`config.mk`:
```
export PLATFORM = sky130hd
export DESIGN_NAME = cskip_exec
export DESIGN_NICKNAME = d
export VERILOG_FILES = /design/src/cskip_pkg.sv /design/src/cskip_exec.sv /design/src/cskip_phase.sv
export VERILOG_INCLUDE_DIRS = /design/src
export SDC_FILE = /design/constraint.sdc
export NUM_CORES = 1
export LEC_CHECK = 0
export BUFFER_PORTS_ARGS = -buffer_cell sky130_fd_sc_hd__buf_2
export CAP_MARGIN = 20
export CORE_MARGIN = 5
export CORE_UTILIZATION = 40
export CTS_BUF_LIST = sky130_fd_sc_hd__clkbuf_8
export DETAILED_ROUTE_END_ITERATION = 12
export PLACE_DENSITY = 0.69
export SYNTH_ARGS = -nofsm -noshare
export SYNTH_HDL_FRONTEND = slang
export SYNTH_SLANG_ARGS = --single-unit
export TNS_END_PERCENT = 100
```
`constraint.sdc`:
```
create_clock -name clk -period 1.09 [get_ports clk]
set_clock_uncertainty 0.1 [all_clocks]
set_input_delay 0.218 -clock clk [delete_from_list [all_inputs] [get_ports clk]]
set_output_delay 0.218 -clock clk [all_outputs]
set_load 0.1 [all_outputs]
```
`src/cskip_cfg.svh`:
```
// constants for the compare-and-skip execution block
// assumes one core clock edge per instruction phase, four phases a cycle
`ifndef CSKIP_CFG_SVH
`define CSKIP_CFG_SVH

// opcode fields of the two compare-skip words
`define CSK_OP_HI 4'h6
`define CSK_GT_SEL 3'h2
`define CSK_LT_SEL 3'h0

// access bank split: low half maps to bank 0, high half to the top bank
`define CSK_ACC_SPLIT 8'h80
`define CSK_ACC_LO_BANK 4'h0
`define CSK_ACC_HI_BANK 4'hF

// phase codes, one-hot, and the reset values
`define CSK_PH_Q1 4'h1
`define CSK_PH_Q2 4'h2
`define CSK_PH_Q3 4'h4
`define CSK_PH_Q4 4'h8
`define CSK_ADDR_RST 12'h000
`define CSK_CYC_RST 2'h0

// instruction cycle counts: no skip, skip, skip over a two-word word
`define CSK_CYC_NOSKIP 2'h1
`define CSK_CYC_SKIP 2'h2
`define CSK_CYC_SKIP2W 2'h3

`endif

```
`src/cskip_pkg.sv`:
```
// types shared by the compare-and-skip execution block
// takes nothing from cskip_cfg.svh; the state codes are literal here
package cskip_pkg;

    // execution state, one-hot
    typedef enum logic [2:0] {
        CSK_ST_RUN   = 3'b001,
        CSK_ST_SKIP1 = 3'b010,
        CSK_ST_SKIP2 = 3'b100
    } cskip_state_e;

    // one instruction word as the decoder sees it
    typedef struct packed {
        logic [3:0] op_hi;
        logic [2:0] sel;
        logic bank_a;
        logic [7:0] faddr;
    } cskip_instr_s;

    // data memory read request
    typedef struct packed {
        logic rd_en;
        logic [11:0] addr;
    } cskip_mem_s;

    // one-hot phase vector
    typedef logic [3:0] cskip_phase_t;

endpackage

```
`src/cskip_exec.sv`:
```
// compare-and-skip execution: decode, operand read, compare, skip cycles
// assumes the core feeds the word at Q1 and memory data by the end of Q2
// Operation
// - decode greater-than form 0110 010a ffffffff
// - skip when operand strictly above working register
// - decode less-than form 0110 000a ffffffff
// - skip when operand strictly below working register
// - taken skip runs one no-operation cycle, two over a two-word instruction
// - bank bit zero selects fixed access bank
// - bank bit one uses bank select register
// - one word; one cycle, two if skipping
// - skipping two-word instruction takes three cycles
// - no status flag ever changes
// - skip cycles do nothing in all phases
`timescale 1ns/1ps
`include "cskip_cfg.svh"
module cskip_exec
    import cskip_pkg::*;
(
    // clock, reset, enable
    input wire logic clk,
    input wire logic arst_n,
    input wire logic ce,
    // instruction from the fetch stage
    input wire logic instr_valid,
    input wire cskip_instr_s instr,
    input wire logic next_two_word,
    // core registers
    input wire logic [7:0] working_register,
    input wire logic [3:0] bank_select_register,
    // data memory
    output cskip_mem_s mem_r,
    input wire logic [7:0] mem_rdata,
    // core control
    output cskip_phase_t phase_r,
    output logic flush_r,
    output logic nop_r,
    output logic done_r,
    output logic status_we_r
);

    logic rst_m_r; // reset synchroniser first stage
    logic rst_n_r; // synchronised reset
    cskip_state_e state_r; // execution state
    logic act_r; // compare executing this cycle
    logic gt_r; // greater-than form latched
    logic [7:0] opnd_r; // operand read in Q2
    logic take_r; // skip decision from Q3
    logic two_r; // skipped word is two words long

    // release reset through two flops
    always_ff @(posedge clk or negedge arst_n) begin
        if (!arst_n) begin
            rst_m_r <= 1'b0;
            rst_n_r <= 1'b0;
        end else begin
            rst_m_r <= 1'b1;
            rst_n_r <= rst_m_r;
        end
    end

    // phase generator
    cskip_phase u_phase (
        .clk(clk),
        .rst_n(rst_n_r),
        .ce(ce),
        .phase_r(phase_r)
    );

    // phase strobes
    wire q1 = phase_r[0];
    wire q2 = phase_r[1];
    wire q3 = phase_r[2];
    wire q4 = phase_r[3];
    wire run = (state_r == CSK_ST_RUN);

    // opcode decode
    wire hi_ok = (instr.op_hi == `CSK_OP_HI);
    wire is_gt = hi_ok && (instr.sel == `CSK_GT_SEL);
    wire is_lt = hi_ok && (instr.sel == `CSK_LT_SEL);
    wire accept = ce && q1 && run && instr_valid && (is_gt || is_lt);

    // operand address: access bank or bank select register
    wire acc_lo = (instr.faddr < `CSK_ACC_SPLIT);
    wire [3:0] acc_bank = acc_lo ? `CSK_ACC_LO_BANK : `CSK_ACC_HI_BANK;
    wire [3:0] bank = instr.bank_a ? bank_select_register : acc_bank;
    wire [11:0] addr_nxt = {bank, instr.faddr};

    // unsigned compare on the latched operand
    wire above = (opnd_r > working_register);
    wire below = (opnd_r < working_register);
    wire take_nxt = gt_r ? above : below;

    // end of an instruction cycle
    wire cyc_end = ce && q4;
    wire exec_end = cyc_end && act_r;

    // memory read strobe: raised through Q2 only
    always_ff @(posedge clk or negedge rst_n_r) begin
        if (!rst_n_r) begin
            mem_r <= {1'b0, `CSK_ADDR_RST};
        end else if (accept) begin
            mem_r <= {1'b1, addr_nxt};
        end else if (ce && q2) begin
            mem_r.rd_en <= 1'b0;
        end
    end

    // decode latch and operand capture
    always_ff @(posedge clk or negedge rst_n_r) begin
        if (!rst_n_r) begin
            act_r <= 1'b0;
            gt_r <= 1'b0;
            opnd_r <= 8'h00;
        end else if (accept) begin
            act_r <= 1'b1;
            gt_r <= is_gt;
        end else if (ce && q2 && act_r) begin
            opnd_r <= mem_rdata;
        end else if (exec_end) begin
            act_r <= 1'b0;
        end
    end

    // compare in Q3
    always_ff @(posedge clk or negedge rst_n_r) begin
        if (!rst_n_r) begin
            take_r <= 1'b0;
        end else if (ce && q3 && act_r) begin
            take_r <= take_nxt;
        end else if (exec_end) begin
            take_r <= 1'b0;
        end
    end

    // skip sequencing at the end of each cycle
    always_ff @(posedge clk or negedge rst_n_r) begin
        if (!rst_n_r) begin
            state_r <= CSK_ST_RUN;
            two_r <= 1'b0;
        end else if (cyc_end) begin
            case (state_r)
                CSK_ST_RUN: begin
                    if (act_r && take_r) begin
                        state_r <= CSK_ST_SKIP1;
                        two_r <= next_two_word;
                    end
                end
                CSK_ST_SKIP1: begin
                    state_r <= two_r ? CSK_ST_SKIP2 : CSK_ST_RUN;
                end
                CSK_ST_SKIP2: begin
                    state_r <= CSK_ST_RUN;
                    two_r <= 1'b0;
                end
                default: begin
                    state_r <= CSK_ST_RUN;
                end
            endcase
        end
    end

    // control outputs: flush, no-op marker, completion
    wire skip_go = exec_end && take_r;
    wire nop_nxt = skip_go || (!run && !(state_r == CSK_ST_SKIP1 && !two_r)
                   && !(state_r == CSK_ST_SKIP2));
    wire fin_nxt = (exec_end && !take_r) || (cyc_end && state_r == CSK_ST_SKIP2)
                   || (cyc_end && state_r == CSK_ST_SKIP1 && !two_r);
    always_ff @(posedge clk or negedge rst_n_r) begin
        if (!rst_n_r) begin
            flush_r <= 1'b0;
            nop_r <= 1'b0;
            done_r <= 1'b0;
            status_we_r <= 1'b0;
        end else if (ce) begin
            flush_r <= skip_go;
            done_r <= fin_nxt;
            status_we_r <= 1'b0;
            if (q4) begin
                nop_r <= nop_nxt;
            end
        end
    end

    // helper: instruction cycles spent and outcome, for checking only
    logic [1:0] cyc_h;
    logic took_h;
    logic two_h;
    always_ff @(posedge clk or negedge rst_n_r) begin
        if (!rst_n_r) begin
            cyc_h <= `CSK_CYC_RST;
            took_h <= 1'b0;
            two_h <= 1'b0;
        end else if (accept) begin
            cyc_h <= `CSK_CYC_RST;
            took_h <= 1'b0;
            two_h <= 1'b0;
        end else if (cyc_end && (act_r || !run)) begin
            cyc_h <= cyc_h + 2'h1;
            if (act_r) begin
                took_h <= take_r;
                two_h <= next_two_word;
            end
        end
    end
endmodule // cskip_exec

```
`src/cskip_phase.sv`:
```
// four-phase ring counter for the instruction cycle
// assumes a synchronised active-low reset and a clock enable
`timescale 1ns/1ps
`include "cskip_cfg.svh"
module cskip_phase
    import cskip_pkg::*;
(
    // clock and reset
    input wire logic clk,
    input wire logic rst_n,
    input wire logic ce,
    // phase out
    output cskip_phase_t phase_r
);

    // rotate one-hot phase on every enabled edge
    always_ff @(posedge clk or negedge rst_n) begin
        if (!rst_n) begin
            phase_r <= `CSK_PH_Q1;
        end else if (ce) begin
            phase_r <= {phase_r[2:0], phase_r[3]};
        end
    end

endmodule // cskip_phase

```
# == Word level (Yosys, flattened, before mapping) ==
# Cells that the tools add are included.
# word_totals
reg_bits,37
out_inout_bits,21
# classes
order_cmp,3
n_eq_ne,7
mux,14
n_bitwise,1
n_reduce_logical,40
# ops
operator,count
logical AND 1 bit,21
> comparator 8 bit,1
less-than comparator 8 bit,1
less-than comparator 8 bit (second input constant),1
two-way mux 1 bit,8
two-way mux 4 bit,2
AND reduction 2 bit,4
nonzero test 2 bit,4
== test 3 x 2 -> 1 bit (second input constant),2
two-way mux 3 bit,2
one-hot mux 3 bit (2 select lines),1
zero test 1 bit,5
== test 4 x 3 -> 1 bit (second input constant),1
logical OR 1 bit,4
== test 3 x 1 -> 1 bit (second input constant),1
== test 3 bit (second input constant),1
zero test 3 bit,1
AND reduction 3 bit,1
!= test 2 x 1 -> 1 bit (second input constant),1
!= test 2 bit (second input constant),1
one-hot mux 1 bit (2 select lines),1
NOT 1 bit,1

# == Depth between registers and ports, before layout ==
# Gate-level depths: netlist of run 1.
# logic_depth
ltp_word,6
mapped_depth,7
ltp_nobuf,7

# == By module ==
# From an unflattened synthesis of run 1, not the netlist that was laid out.
# unflattened
cells_unflattened,150
hier_area_um2,1720.4
# by_module_without_submodules
mod,n_inst,cells_per_inst,area_per_inst_um2,seq_area_each_um2
cskip_exec,1,142,1574.0,827.0
cskip_phase,1,8,146.4,101.3

# == Least setup slack after synthesis of run 1 ==
# No wires, ideal clock.
# synth_path
kind,reg-to-reg
startpoint,register u_phase.phase_r[3]
endpoint,register two_r
t_arrival_ns,1.916
required_ns,0.865
setup_slack_ns,-1.051
stages_incl_launch_ff,5
n_path_buf,0
synth_period_minus_slack_ns,2.141
path_cell_list,dfrtp_1 nand4_1 nor4b_1 mux2i_1 a21oi_1
# synth_between
elab_chain_cells,2
# synth_lines
element,line,source
start: declaration,cskip_phase.sv:13,output cskip_phase_t phase_r
start signal: assignment,cskip_phase.sv:19,phase_r <= `CSK_PH_Q1;
start signal: assignment,cskip_phase.sv:21,"phase_r <= {phase_r[2:0], phase_r[3]};"
logical AND 1 bit,cskip_exec.sv:95,wire cyc_end = ce && q4;
AND reduction 3 bit (no source line),--,
end signal: assignment,cskip_exec.sv:146,two_r <= next_two_word;
end: declaration,cskip_exec.sv:49,logic two_r;
# Every way passes these cells.
# A chain may end at the register's enable or synchronous reset.

# == Worst setup path after layout of run 1 ==
# layout_path
startpoint,register state_r[0]
endpoint,register mem_r[1] (netlist bit)
# layout_between
elab_chain_cells,4
# layout_lines
element,line,source
start: declaration,cskip_exec.sv:44,cskip_state_e state_r;
start signal: assignment,cskip_exec.sv:150,state_r <= two_r ? CSK_ST_SKIP2 : CSK_ST_RUN;
== test 3 x 1 -> 1 bit,cskip_exec.sv:75,wire run = (state_r == CSK_ST_RUN);
logical AND 1 bit (3 in a row),cskip_exec.sv:81,wire accept = ce && q1 && run && instr_valid && (is_gt || is_lt);
end signal: assignment,cskip_exec.sv:101,"mem_r <= {1'b0, `CSK_ADDR_RST};"
end signal: assignment,cskip_exec.sv:103,"mem_r <= {1'b1, addr_nxt};"
end: declaration,cskip_exec.sv:32,"output cskip_mem_s mem_r,"
# Every way passes these cells.

==> results.md, run 1 <==
- Crit path arrival time: 1.88 ns
- Clock Root Buffer: clkbuf_8
- Detail Placement HPWL: 3.077 mm
- Leak pwr: 1.462 nW
- R2r setup slk: -0.72 ns
- Die Wd: 75.46 um
- Largest family of logic cells by synthesized area: simple AND/OR/NAND/NOR gates
- NetSw: 0.001476 W
- Cell Pwr Density: 1376 nW/um^2
- DRC: 0
- RSZ-0062 raised after global routing: true
- Clk sinks: 37
- Sequential share of the synthesized area: 0.5416
- CP Capture Type: flop
- Area Overhead vs Synth: 77.23%
- Element type at the critical path start: flop
- Ant diodes: 0
- Max stage delay cell, worst path: dfstp_2
- TritonRoute pass-1 iters: 4
- Clock Power Share: 0.227
- Initial antenna violation count: 0
- Path category of the worst min-delay check: input pin to flop
- Starting density of the core: 0.4195
- Num rows: 23
- Core box area: 4086 sq um
- Skew-Pair Late Insertion Delay: 0.28 ns
- Register bit count reported by yosys: 37
- CTS Buffer Depth: 2
- CTS tree: yes
- Sw frac: 0.3531
- Count of final setup violators: 53
- Slowest cell delay on critical path: 0.54 ns
- Crit-path max FO: 8
- DRT Wirelength: 4.609 mm
- Adder-Cell Fraction of Synth Area: 0.05839
- Multiplexer area fraction after synthesis: 0.1241
- Status: complete, but fails checks
- Final ANT Viol Nets: 0
- Layout cells sized above 1: 0.6443
- First-pass GRT wire length: 7.169 mm
- Largest net degree at the start of global routing: 36
- Final Max Tran Viols: 0
- Xor and xnor area share after synthesis: 0
- Vias per cell: 4.970
- Minimum clock period: 1.812 ns
- CTS H-tree lvls: 2
- Synth Area in Compound Gates: 0.1029
- Commonest non-fill, non-tap cell in the layout: buf_2
- Syn Std Cell Area: 1714 sq um
- Total grt overflow: 0
- Peak supply drop: 0.001063 V
- Combinational fraction of design power: 0.390
- Register share of total power: 0.382
- Final setup margin: -0.7216 ns
- NumNets Final: 301
- Final Hold Fails: 0
- Final Instance Area: 3038 sq um
- Netlist cell types: 33
- CP required: 1.15 ns
- IO Port Bufs: 60
- TritonCTS buffer count: 5
- Wire per inst: 15.21 um
- F_max: 0.5520 GHz
- DR vias: 1506
- Post-DP Area: 2569 sq um
- Avg Cell Area, Syn: 11.28 sq um
- Int Pwr: 0.002703 W
- Initial DRC Count: 92
- Final Power: 0.004179 W
- Ys Warns: 0
- Worst-path clk slew: 0.07 ns
- Die Span Y: 75.46 um
- Die area: 5694 sq um
- Syn nets: 201
- Gpl congestion: 0.8046
- Max_cap viols: 0
- Commonest cells after routing, fill and taps aside: buf_2, dfrtp_1, buf_12, buf_4, inv_1
- Cells along the critical path: nor3b_4, nand3_2, nor4_4, buf_6, mux2_4
- Simple-gate share of the synthesized area: 0.1241
- Vias in the first global route: 1575
- Setup CP Type: flop to flop
- Total track usage: 0.1712
- Failing checks: negative setup slack
- Period utilization: 1.662
- Post-Syn Instances: 152
- Ports: 62
## area by class of cell
class | count | area (sq um)
timing repair buffer | 96 | 943.4
inverter | 14 | 52.55
fill | 267 | 1049
clock buffer | 6 | 82.58
multi-input combinational | 98 | 933.4
tap | 50 | 62.56
clock inverter | 2 | 7.507
sequential | 37 | 955.9
## critical path: cells and delay by family (launching register included)
kind | cells | cell delay, ns
buffers and inverters | 1 | 0.21
flip-flops | 1 | 0.54
multiplexers | 1 | 0.31
AND/OR/NAND/NOR | 3 | 0.53
## cell usage after synthesis
cell type / instances / area share
o211ai_1: 1 / 0.0044
o22ai_1: 1 / 0.0037
conb_1: 2 / 0.0044
clkbuf_1: 1 / 0.0022
o21ai_0: 7 / 0.020
a21oi_1: 12 / 0.035
nor4b_1: 1 / 0.0051
o31ai_1: 1 / 0.0044
a2bb2oi_1: 1 / 0.0051
and3_1: 1 / 0.0037
a31oi_1: 2 / 0.0073
buf_2: 1 / 0.0029
nand4_1: 4 / 0.015
o41ai_1: 1 / 0.0051
nand2b_1: 1 / 0.0037
nand2_1: 4 / 0.0088
a21o_1: 3 / 0.013
ha_1: 8 / 0.058
dfstp_2: 2 / 0.031
mux2i_1: 1 / 0.0058
dfrtp_1: 35 / 0.51
inv_1: 14 / 0.031
nand3b_1: 1 / 0.0044
nand3_1: 5 / 0.015
a211oi_1: 1 / 0.0044
nor2_1: 14 / 0.031
nor4_4: 1 / 0.012
mux2_2: 18 / 0.12
nor3b_1: 1 / 0.0044
nor2b_1: 3 / 0.011
buf_4: 2 / 0.0088
nor3b_2: 1 / 0.0073
nor2_2: 1 / 0.0037
## path summary, 6_finish.rpt
kind / from / endpoint / cells past startpoint
min in group asynchronous: rst_n_r / mem_r[2] / 1
worst min-delay path: instr[6] / mem_r[6] / 2
max in group asynchronous: rst_n_r / state_r[0] / 1
worst min register to register: rst_n_r / mem_r[2] / 1
worst max-delay path: state_r[0] / mem_r[1] / 5
worst max register to register: state_r[0] / mem_r[1] / 5
## state kept, by name, summed over array words and instances, names as in the netlist
| name | flops |
|---|---|
| two_r | 1 |
| done_r | 1 |
| mem_r | 13 |
| nop_r | 1 |
| state_r | 3 |
| take_r | 1 |
| rst_n_r | 1 |
| flush_r | 1 |
| gt_r | 1 |
| u_phase.phase_r | 4 |
| rst_m_r | 1 |
| opnd_r | 8 |
| act_r | 1 |
## repair_timing
action,in CTS,in global routing
endpoints found under the hold margin,2,0
pin swaps,6,6
gates cloned,1,0
buffers inserted,7,9
hold buffers,1,0
resized for setup,24,33
endpoints found under the setup margin,52,54
## per-layer routing
metal,up-vias,GRT usage,part of all wire
li1,731,-,-
met1,719,0.1963,0.38
met2,51,0.2790,0.51
met3,5,0.08443,0.10
met4,0,0.05825,0.013
met5,-,0,0
## power groups by stage
stage,logic (W),clock network (W),registers (W)
final,0.00163,0.000950,0.00160
after global routing,0.00171,0.00107,0.00161
after CTS,0.00152,0.000984,0.00159
after detailed placement,0.00134,0,0.00161
after global placement,0.00133,0,0.00160
after floorplan,0.000183,0,0.00217
## per-stage QoR
| stage | utilization | setup WS, ns | hold slack [ns] | std cells | TNS, ns |
|---|---|---|---|---|---|
| final | 0.7434 | -0.7216 | 0.05643 | 303 | -21.44 |
| after global routing | 0.7434 | -0.7880 | 0.03898 | 303 | -24.40 |
| after CTS | 0.6935 | -0.7109 | 0.04864 | 294 | -20.65 |
| after detailed placement | 0.6286 | -0.7428 | -0.09428 | 278 | -17.38 |
| after global placement | 0.6286 | -0.7258 | -0.09576 | 278 | -16.73 |
| after floorplan | - | -0.8869 | -0.1776 | 152 | -21.05 |
## logic make-up after synthesis
group	Yosys count
flip-flops	37
AND/OR/NAND/NOR	38
AO/OA/AOI/OAI	30
other	2
adder cells (fa/ha/maj)	8
multiplexers	19
buffers and inverters	18
No activity file was read; power rests on OpenSTA's default activity.
==> run 2, diff against run 1 <==
--- a/config.mk
+++ b/config.mk
@@ -9,10 +9,9 @@
 export BUFFER_PORTS_ARGS = -buffer_cell sky130_fd_sc_hd__buf_2
 export CAP_MARGIN = 20
 export CORE_MARGIN = 5
-export CORE_UTILIZATION = 40
-export CTS_BUF_LIST = sky130_fd_sc_hd__clkbuf_8
+export CORE_UTILIZATION = 44
 export DETAILED_ROUTE_END_ITERATION = 12
-export PLACE_DENSITY = 0.69
+export PLACE_DENSITY = 0.75
 export SYNTH_ARGS = -nofsm -noshare
 export SYNTH_HDL_FRONTEND = slang
 export SYNTH_SLANG_ARGS = --single-unit
==> results.md, run 2 (synthesized netlist as in run 1, its figures left out) <==
- Max reg flops: 13
- Core box area: 3716 sq um
- Final Hold Fails: 0
- Status: complete, but fails checks
- Max stage delay cell, worst path: dfstp_2
- DRT Wirelength: 5.138 mm
- RSZ-0062 raised after global routing: true
- Crit-path max FO: 5
- CP Capture Type: flop
- DR vias: 1541
- Element type at the critical path start: flop
- Ant diodes: 0
- NumNets Final: 300
- Commonest non-fill, non-tap cell in the layout: buf_2
- Clk sinks: 37
- WL met1: 1.823 mm
- CTS H-tree lvls: 2
- Clock Root Buffer: clkbuf_8
- Slowest cell delay on critical path: 0.54 ns
- Routed met2 length: 2.619 mm
- Vias per cell: 5.137
- Detail Placement HPWL: 3.449 mm
- Vias in the first global route: 1700
- Minimum clock period: 1.901 ns
- Period utilization: 1.744
- F_max: 0.5260 GHz
- Commonest cells after routing, fill and taps aside: buf_2, buf_4, dfrtp_1, buf_12, inv_1
- Max Used Layer: met4
- Die area: 5244 sq um
- TritonCTS buffer count: 5
- Dpl cells: 279
- CTS Buffer Depth: 2
- Largest register by flop count: mem_r
- Cell Pwr Density: 1474 nW/um^2
- Final hold slack: 0.04691 ns
- Family with the most delay on the worst path: flip-flops
- Non-filler instance count after layout: 300
- Initial antenna violation count: 0
- Peak supply drop: 0.001186 V
- Die Wd: 72.42 um
- Crit path arrival time: 1.98 ns
- Final Max Tran Viols: 0
- TritonRoute pass-1 iters: 4
- Total grt overflow: 0
- Die Span Y: 72.42 um
- CTS tree: yes
- Setup CP Type: flop to flop
- CP required: 1.17 ns
- Initial DRC Count: 74
- Final setup margin: -0.8113 ns
- Leak pwr: 1.435 nW
- Largest net degree at the start of global routing: 16
- Critical path depth: 6
- DRC: 0
- Worst-path clk slew: 0.08 ns
- Gpl congestion: 0.8414
- Count of final setup violators: 53
- Cells along the critical path: nor3b_4, nand3_2, nor4_4, buf_4, buf_6, mux2_2
- Ports: 62
- Met3 WL: 582 um
- Worst Path Buf+Inv: 2
- Failing checks: negative setup slack
- Path category of the worst min-delay check: flop to asynchronous set/reset pin
- Skew-Pair Late Insertion Delay: 0.29 ns
- Total track usage: 0.2056
- Wire per inst: 17.13 um
- Num rows: 22
- Layout cells sized above 1: 0.6071
- Final ANT Viol Nets: 0
- IO Port Bufs: 60
- Top Registers: mem_r (13), opnd_r (8), u_phase.phase_r (4)
- Setup TNS: -22.54 ns
- R2R depth: 6
- Max_cap viols: 0
- Area Overhead vs Synth: 72.04%
- Starting density of the core: 0.4613
- First-pass GRT wire length: 8.169 mm
[run 2: changes by cell type in the layout (fill, tap and decap cells not counted), sizes merged]
cell,delta
inv,-2
buf,-1
clkinv,+1
clkbuf,+1
[run 2: worst reg2reg max path: stages, from the launching register on]
cell	delay, ns
dfstp_2	0.54
nor3b_4	0.22
nand3_2	0.12
nor4_4	0.18
buf_4	0.18
buf_6	0.12
mux2_2	0.33
[run 2: repair_timing]
item / in CTS / in global routing
endpoints found under the hold margin: 2 / 0
pin swaps: 6 / 1
cloned: 2 / 0
buffers inserted: 9 / 5
setup endpoints to repair: 52 / 54
gates resized for setup: 22 / 15
hold buffers: 1 / 0
[run 2: power by group]
group          internal (W)  switching (W)
sequential          0.00151      0.0000857
clock              0.000572       0.000494
combinational      0.000729       0.000955
[run 2: worst paths after layout]
path | start | end | slack (ns)
setup / recovery | state_r[0] | mem_r[6] | -0.81
hold / removal | rst_n_r | u_phase.phase_r[3] | 0.05
setup reg to reg | state_r[0] | mem_r[6] | -0.81
hold reg to reg | rst_n_r | u_phase.phase_r[3] | 0.05
max in group asynchronous | rst_n_r | nop_r | 0.38
min in group clk | mem_rdata[2] | opnd_r[2] | 0.06
[run 2: cell type report]
cell class,count,area [sq um]
clock buffers,7,96.34
clock inverters,1,5.005
fillers,208,767.0
inverters,14,52.55
multi-input cells,98,865.8
flip-flops and latches,37,955.9
well taps,48,60.06
repair buffers,95,913.4
[run 2: metrics by stage]
stage | utilization | setup WS, ns | cell area, sq um | total power (W)
after floorplan | - | -0.8869 | 1770 | 0.002357
after global placement | 0.6966 | -0.7038 | 2589 | 0.002931
after detailed placement | 0.6966 | -0.7699 | 2589 | 0.002970
after CTS | 0.7707 | -0.7628 | 2864 | 0.004238
after global routing | 0.7936 | -0.8661 | 2949 | 0.004502
final | 0.7936 | -0.8113 | 2949 | 0.004346
[run 2: per-layer routing]
metal	track usage	vias to the layer above
met4	0.08197	0
li1	-	729
met5	0	-
met2	0.3539	61
met1	0.2148	739
met3	0.09972	12
==> run 3, diff against run 2 <==
--- a/config.mk
+++ b/config.mk
@@ -10,9 +10,11 @@
 export CAP_MARGIN = 20
 export CORE_MARGIN = 5
 export CORE_UTILIZATION = 44
+export CTS_CLUSTER_SIZE = 14
 export DETAILED_ROUTE_END_ITERATION = 12
 export PLACE_DENSITY = 0.75
 export SYNTH_ARGS = -nofsm -noshare
 export SYNTH_HDL_FRONTEND = slang
+export SYNTH_HIERARCHICAL = 1
 export SYNTH_SLANG_ARGS = --single-unit
 export TNS_END_PERCENT = 100
==> results.md, run 3 <==
- Fillers: 228
- Total track usage: 0.1877
- Clock Root Buffer: clkbuf_8
- Leak pwr: 1.469 nW
- DRC: 0
- Core box area: 3716 sq um
- Initial DRC Count: 56
- Cell Pwr Density: 888.0 nW/um^2
- CTS H-tree lvls: 2
- Main flop type after synthesis: dfrtp_1
- Worst R2R End: mem_r[6]
- CTS Buffer Depth: 2
- Ys Warns: 6
- Skew-Pair Late Insertion Delay: 0.29 ns
- Largest area contributor in the netlist: dfrtp_1
- Largest net degree at the start of global routing: 21
- Die Wd: 72.53 um
- Most frequent cell after synthesis: dfrtp_1
- Dpl cells: 275
- Vias in the first global route: 1610
- Non-filler instance count after layout: 298
- Commonest non-fill, non-tap cell in the layout: buf_2
- Final ANT Viol Nets: 0
- Ports: 62
- Area Overhead vs Synth: 71.93%
- Vias per cell: 5.057
- Syn Std Cell Area: 1720 sq um
- Sequential share of the synthesized area: 0.5396
- Die area: 5261 sq um
- Final Max Tran Viols: 0
- Die Span Y: 72.53 um
- Crit path to: mem_r[6]
- Clk sinks: 37
- Max_cap viols: 0
- Setup TNS: -23.72 ns
- Top cell type's share of synthesized area: 0.5091
- CTS tree: yes
- Pre-CTS setup slack: -0.8126 ns
- Crit-path max FO: 5
- Max reg flops: 13
- NumNets Final: 298
- Worst R2R Start: state_r[0]
- Num rows: 22
- Count of final setup violators: 54
- Detail Placement HPWL: 3.180 mm
- Gpl congestion: 0.7723
- TritonCTS buffer count: 5
- Register bit count reported by yosys: 37
- Netlist cell types: 29
- Top cells by area, synth: dfrtp_1, mux2_2, ha_1, a21oi_1, dfstp_2
- R2r setup slk: -0.85 ns
- RSZ-0062 raised after global routing: true
- Crit path arrival time: 2.02 ns
- F_max: 0.5162 GHz
- FFs w/ async S/R, synth: 1.000
- R2R depth: 6
- Layout cells sized above 1: 0.6320
- Largest register by flop count: mem_r
- Syn nets: 199
- Final Hold Fails: 0
- CP required: 1.17 ns
- Element type at the critical path start: flop
- Starting density of the core: 0.4630
- Ant diodes: 0
- Commonest cells post-synth: dfrtp_1, mux2_2, a21oi_1
- First-pass GRT wire length: 7.521 mm
- Top Registers: mem_r (13), opnd_r (8), u_phase/phase_r (4)
- Post-Syn Instances: 150
- Critical Path Source: state_r[0]
- DRT Wirelength: 4.577 mm
- Commonest cells after routing, fill and taps aside: buf_2, buf_4, buf_12, dfrtp_1, dfrtp_2
- Total grt overflow: 0
- Setup CP Type: flop to flop
- CP Capture Type: flop
- Final hold slack: 0.04898 ns
- Minimum clock period: 1.937 ns
- Initial antenna violation count: 0
- Wire per inst: 15.36 um
- TritonRoute pass-1 iters: 3
- Avg Cell Area, Syn: 11.47 sq um
- Final Power: 0.002626 W
- Status: complete, but fails checks
- Period utilization: 1.777
- Path category of the worst min-delay check: input pin to flop
- Peak supply drop: 0.0007227 V
- DR vias: 1507
- Worst-path clk slew: 0.07 ns
- Final setup margin: -0.8472 ns
- Failing checks: negative setup slack
- Post-synth EDFFs: 0
- IO Port Bufs: 60
==> run 3: cell types whose count changed in the layout (fill, tap and decap cells not counted), moves of 3 or more <==
cell	previous run	this run
nor2_1	13	8
mux2_4	6	10
nand2_1	1	5
dfrtp_1	22	19
dfrtp_2	10	13
o21ai_0	4	1
o21ai_1	1	4
==> run 3: kinds of logic after synthesis <==
logic type | synth area share
AO/OA/AOI/OAI | 0.1011
adder cells (fa/ha/maj) | 0.05818
buffers and inverters | 0.04072
flip-flops | 0.5396
multiplexers | 0.1375
other | 0.004365
AND/OR/NAND/NOR | 0.1185
==> run 3: where the power goes <==
group	leakage, nW	switching (W)	internal, W
logic	0.941	0.000105	0.0000821
clock network	0.0542	0.000491	0.000571
registers	0.474	0.00000142	0.00138
total	1.47	0.000597	0.00203
==> run 3: repair_timing <==
action / 4_1_cts / 5_1_grt
pin swaps: 4 / 3
cloned: 1 / 0
endpoints found under the setup margin: 54 / 54
buffers inserted: 11 / 6
endpoints found under the hold margin: 2 / 0
hold buffers: 1 / 0
gates resized for setup: 18 / 17
==> run 3: worst max-delay path, stage by stage (launching register included) <==
cell and delay, ns:
dfstp_2 0.54, nor3b_4 0.22, nand3_2 0.13, nor4_4 0.21, buf_4 0.19, buf_12 0.11, mux2_2 0.32
==> run 3: per-stage QoR <==
stage               utilization  area [sq um]
finish                   0.7960          2958
global placement         0.7017          2608
floorplan                     -          1805
detailed placement       0.7017          2608
CTS                      0.7795          2897
global route             0.7960          2958
==> run 3: worst min path at each step <==
stage | from | endpoint | slack, ns | cells past startpoint
after floorplan | arst_n | rst_m_r | -0.18 | 0
after global placement | arst_n | rst_m_r | -0.1 | 1
after detailed placement | arst_n | rst_m_r | -0.09 | 1
after CTS | instr[1] | mem_r[1] | 0.04 | 2
after global routing | instr[1] | mem_r[1] | 0.03 | 2
final | instr[5] | mem_r[5] | 0.05 | 2
==> run 3: cell type report <==
type,instances,area [sq um],share of cell area
clock buffers,7,96.34,0.03257
clock inverters,1,5.005,0.001692
multi-input cells,97,847.1,0.2864
flip-flops and latches,37,959.7,0.3244
repair buffers,96,944.7,0.3194
well taps,48,60.06,0.02030
inverters,12,45.04,0.01523
==> run 3: per-layer routing <==
metal,routed length (um),track usage
met4,110,0.08402
met3,475,0.09280
met5,0,0
met1,1669,0.2071
met2,2322,0.3036
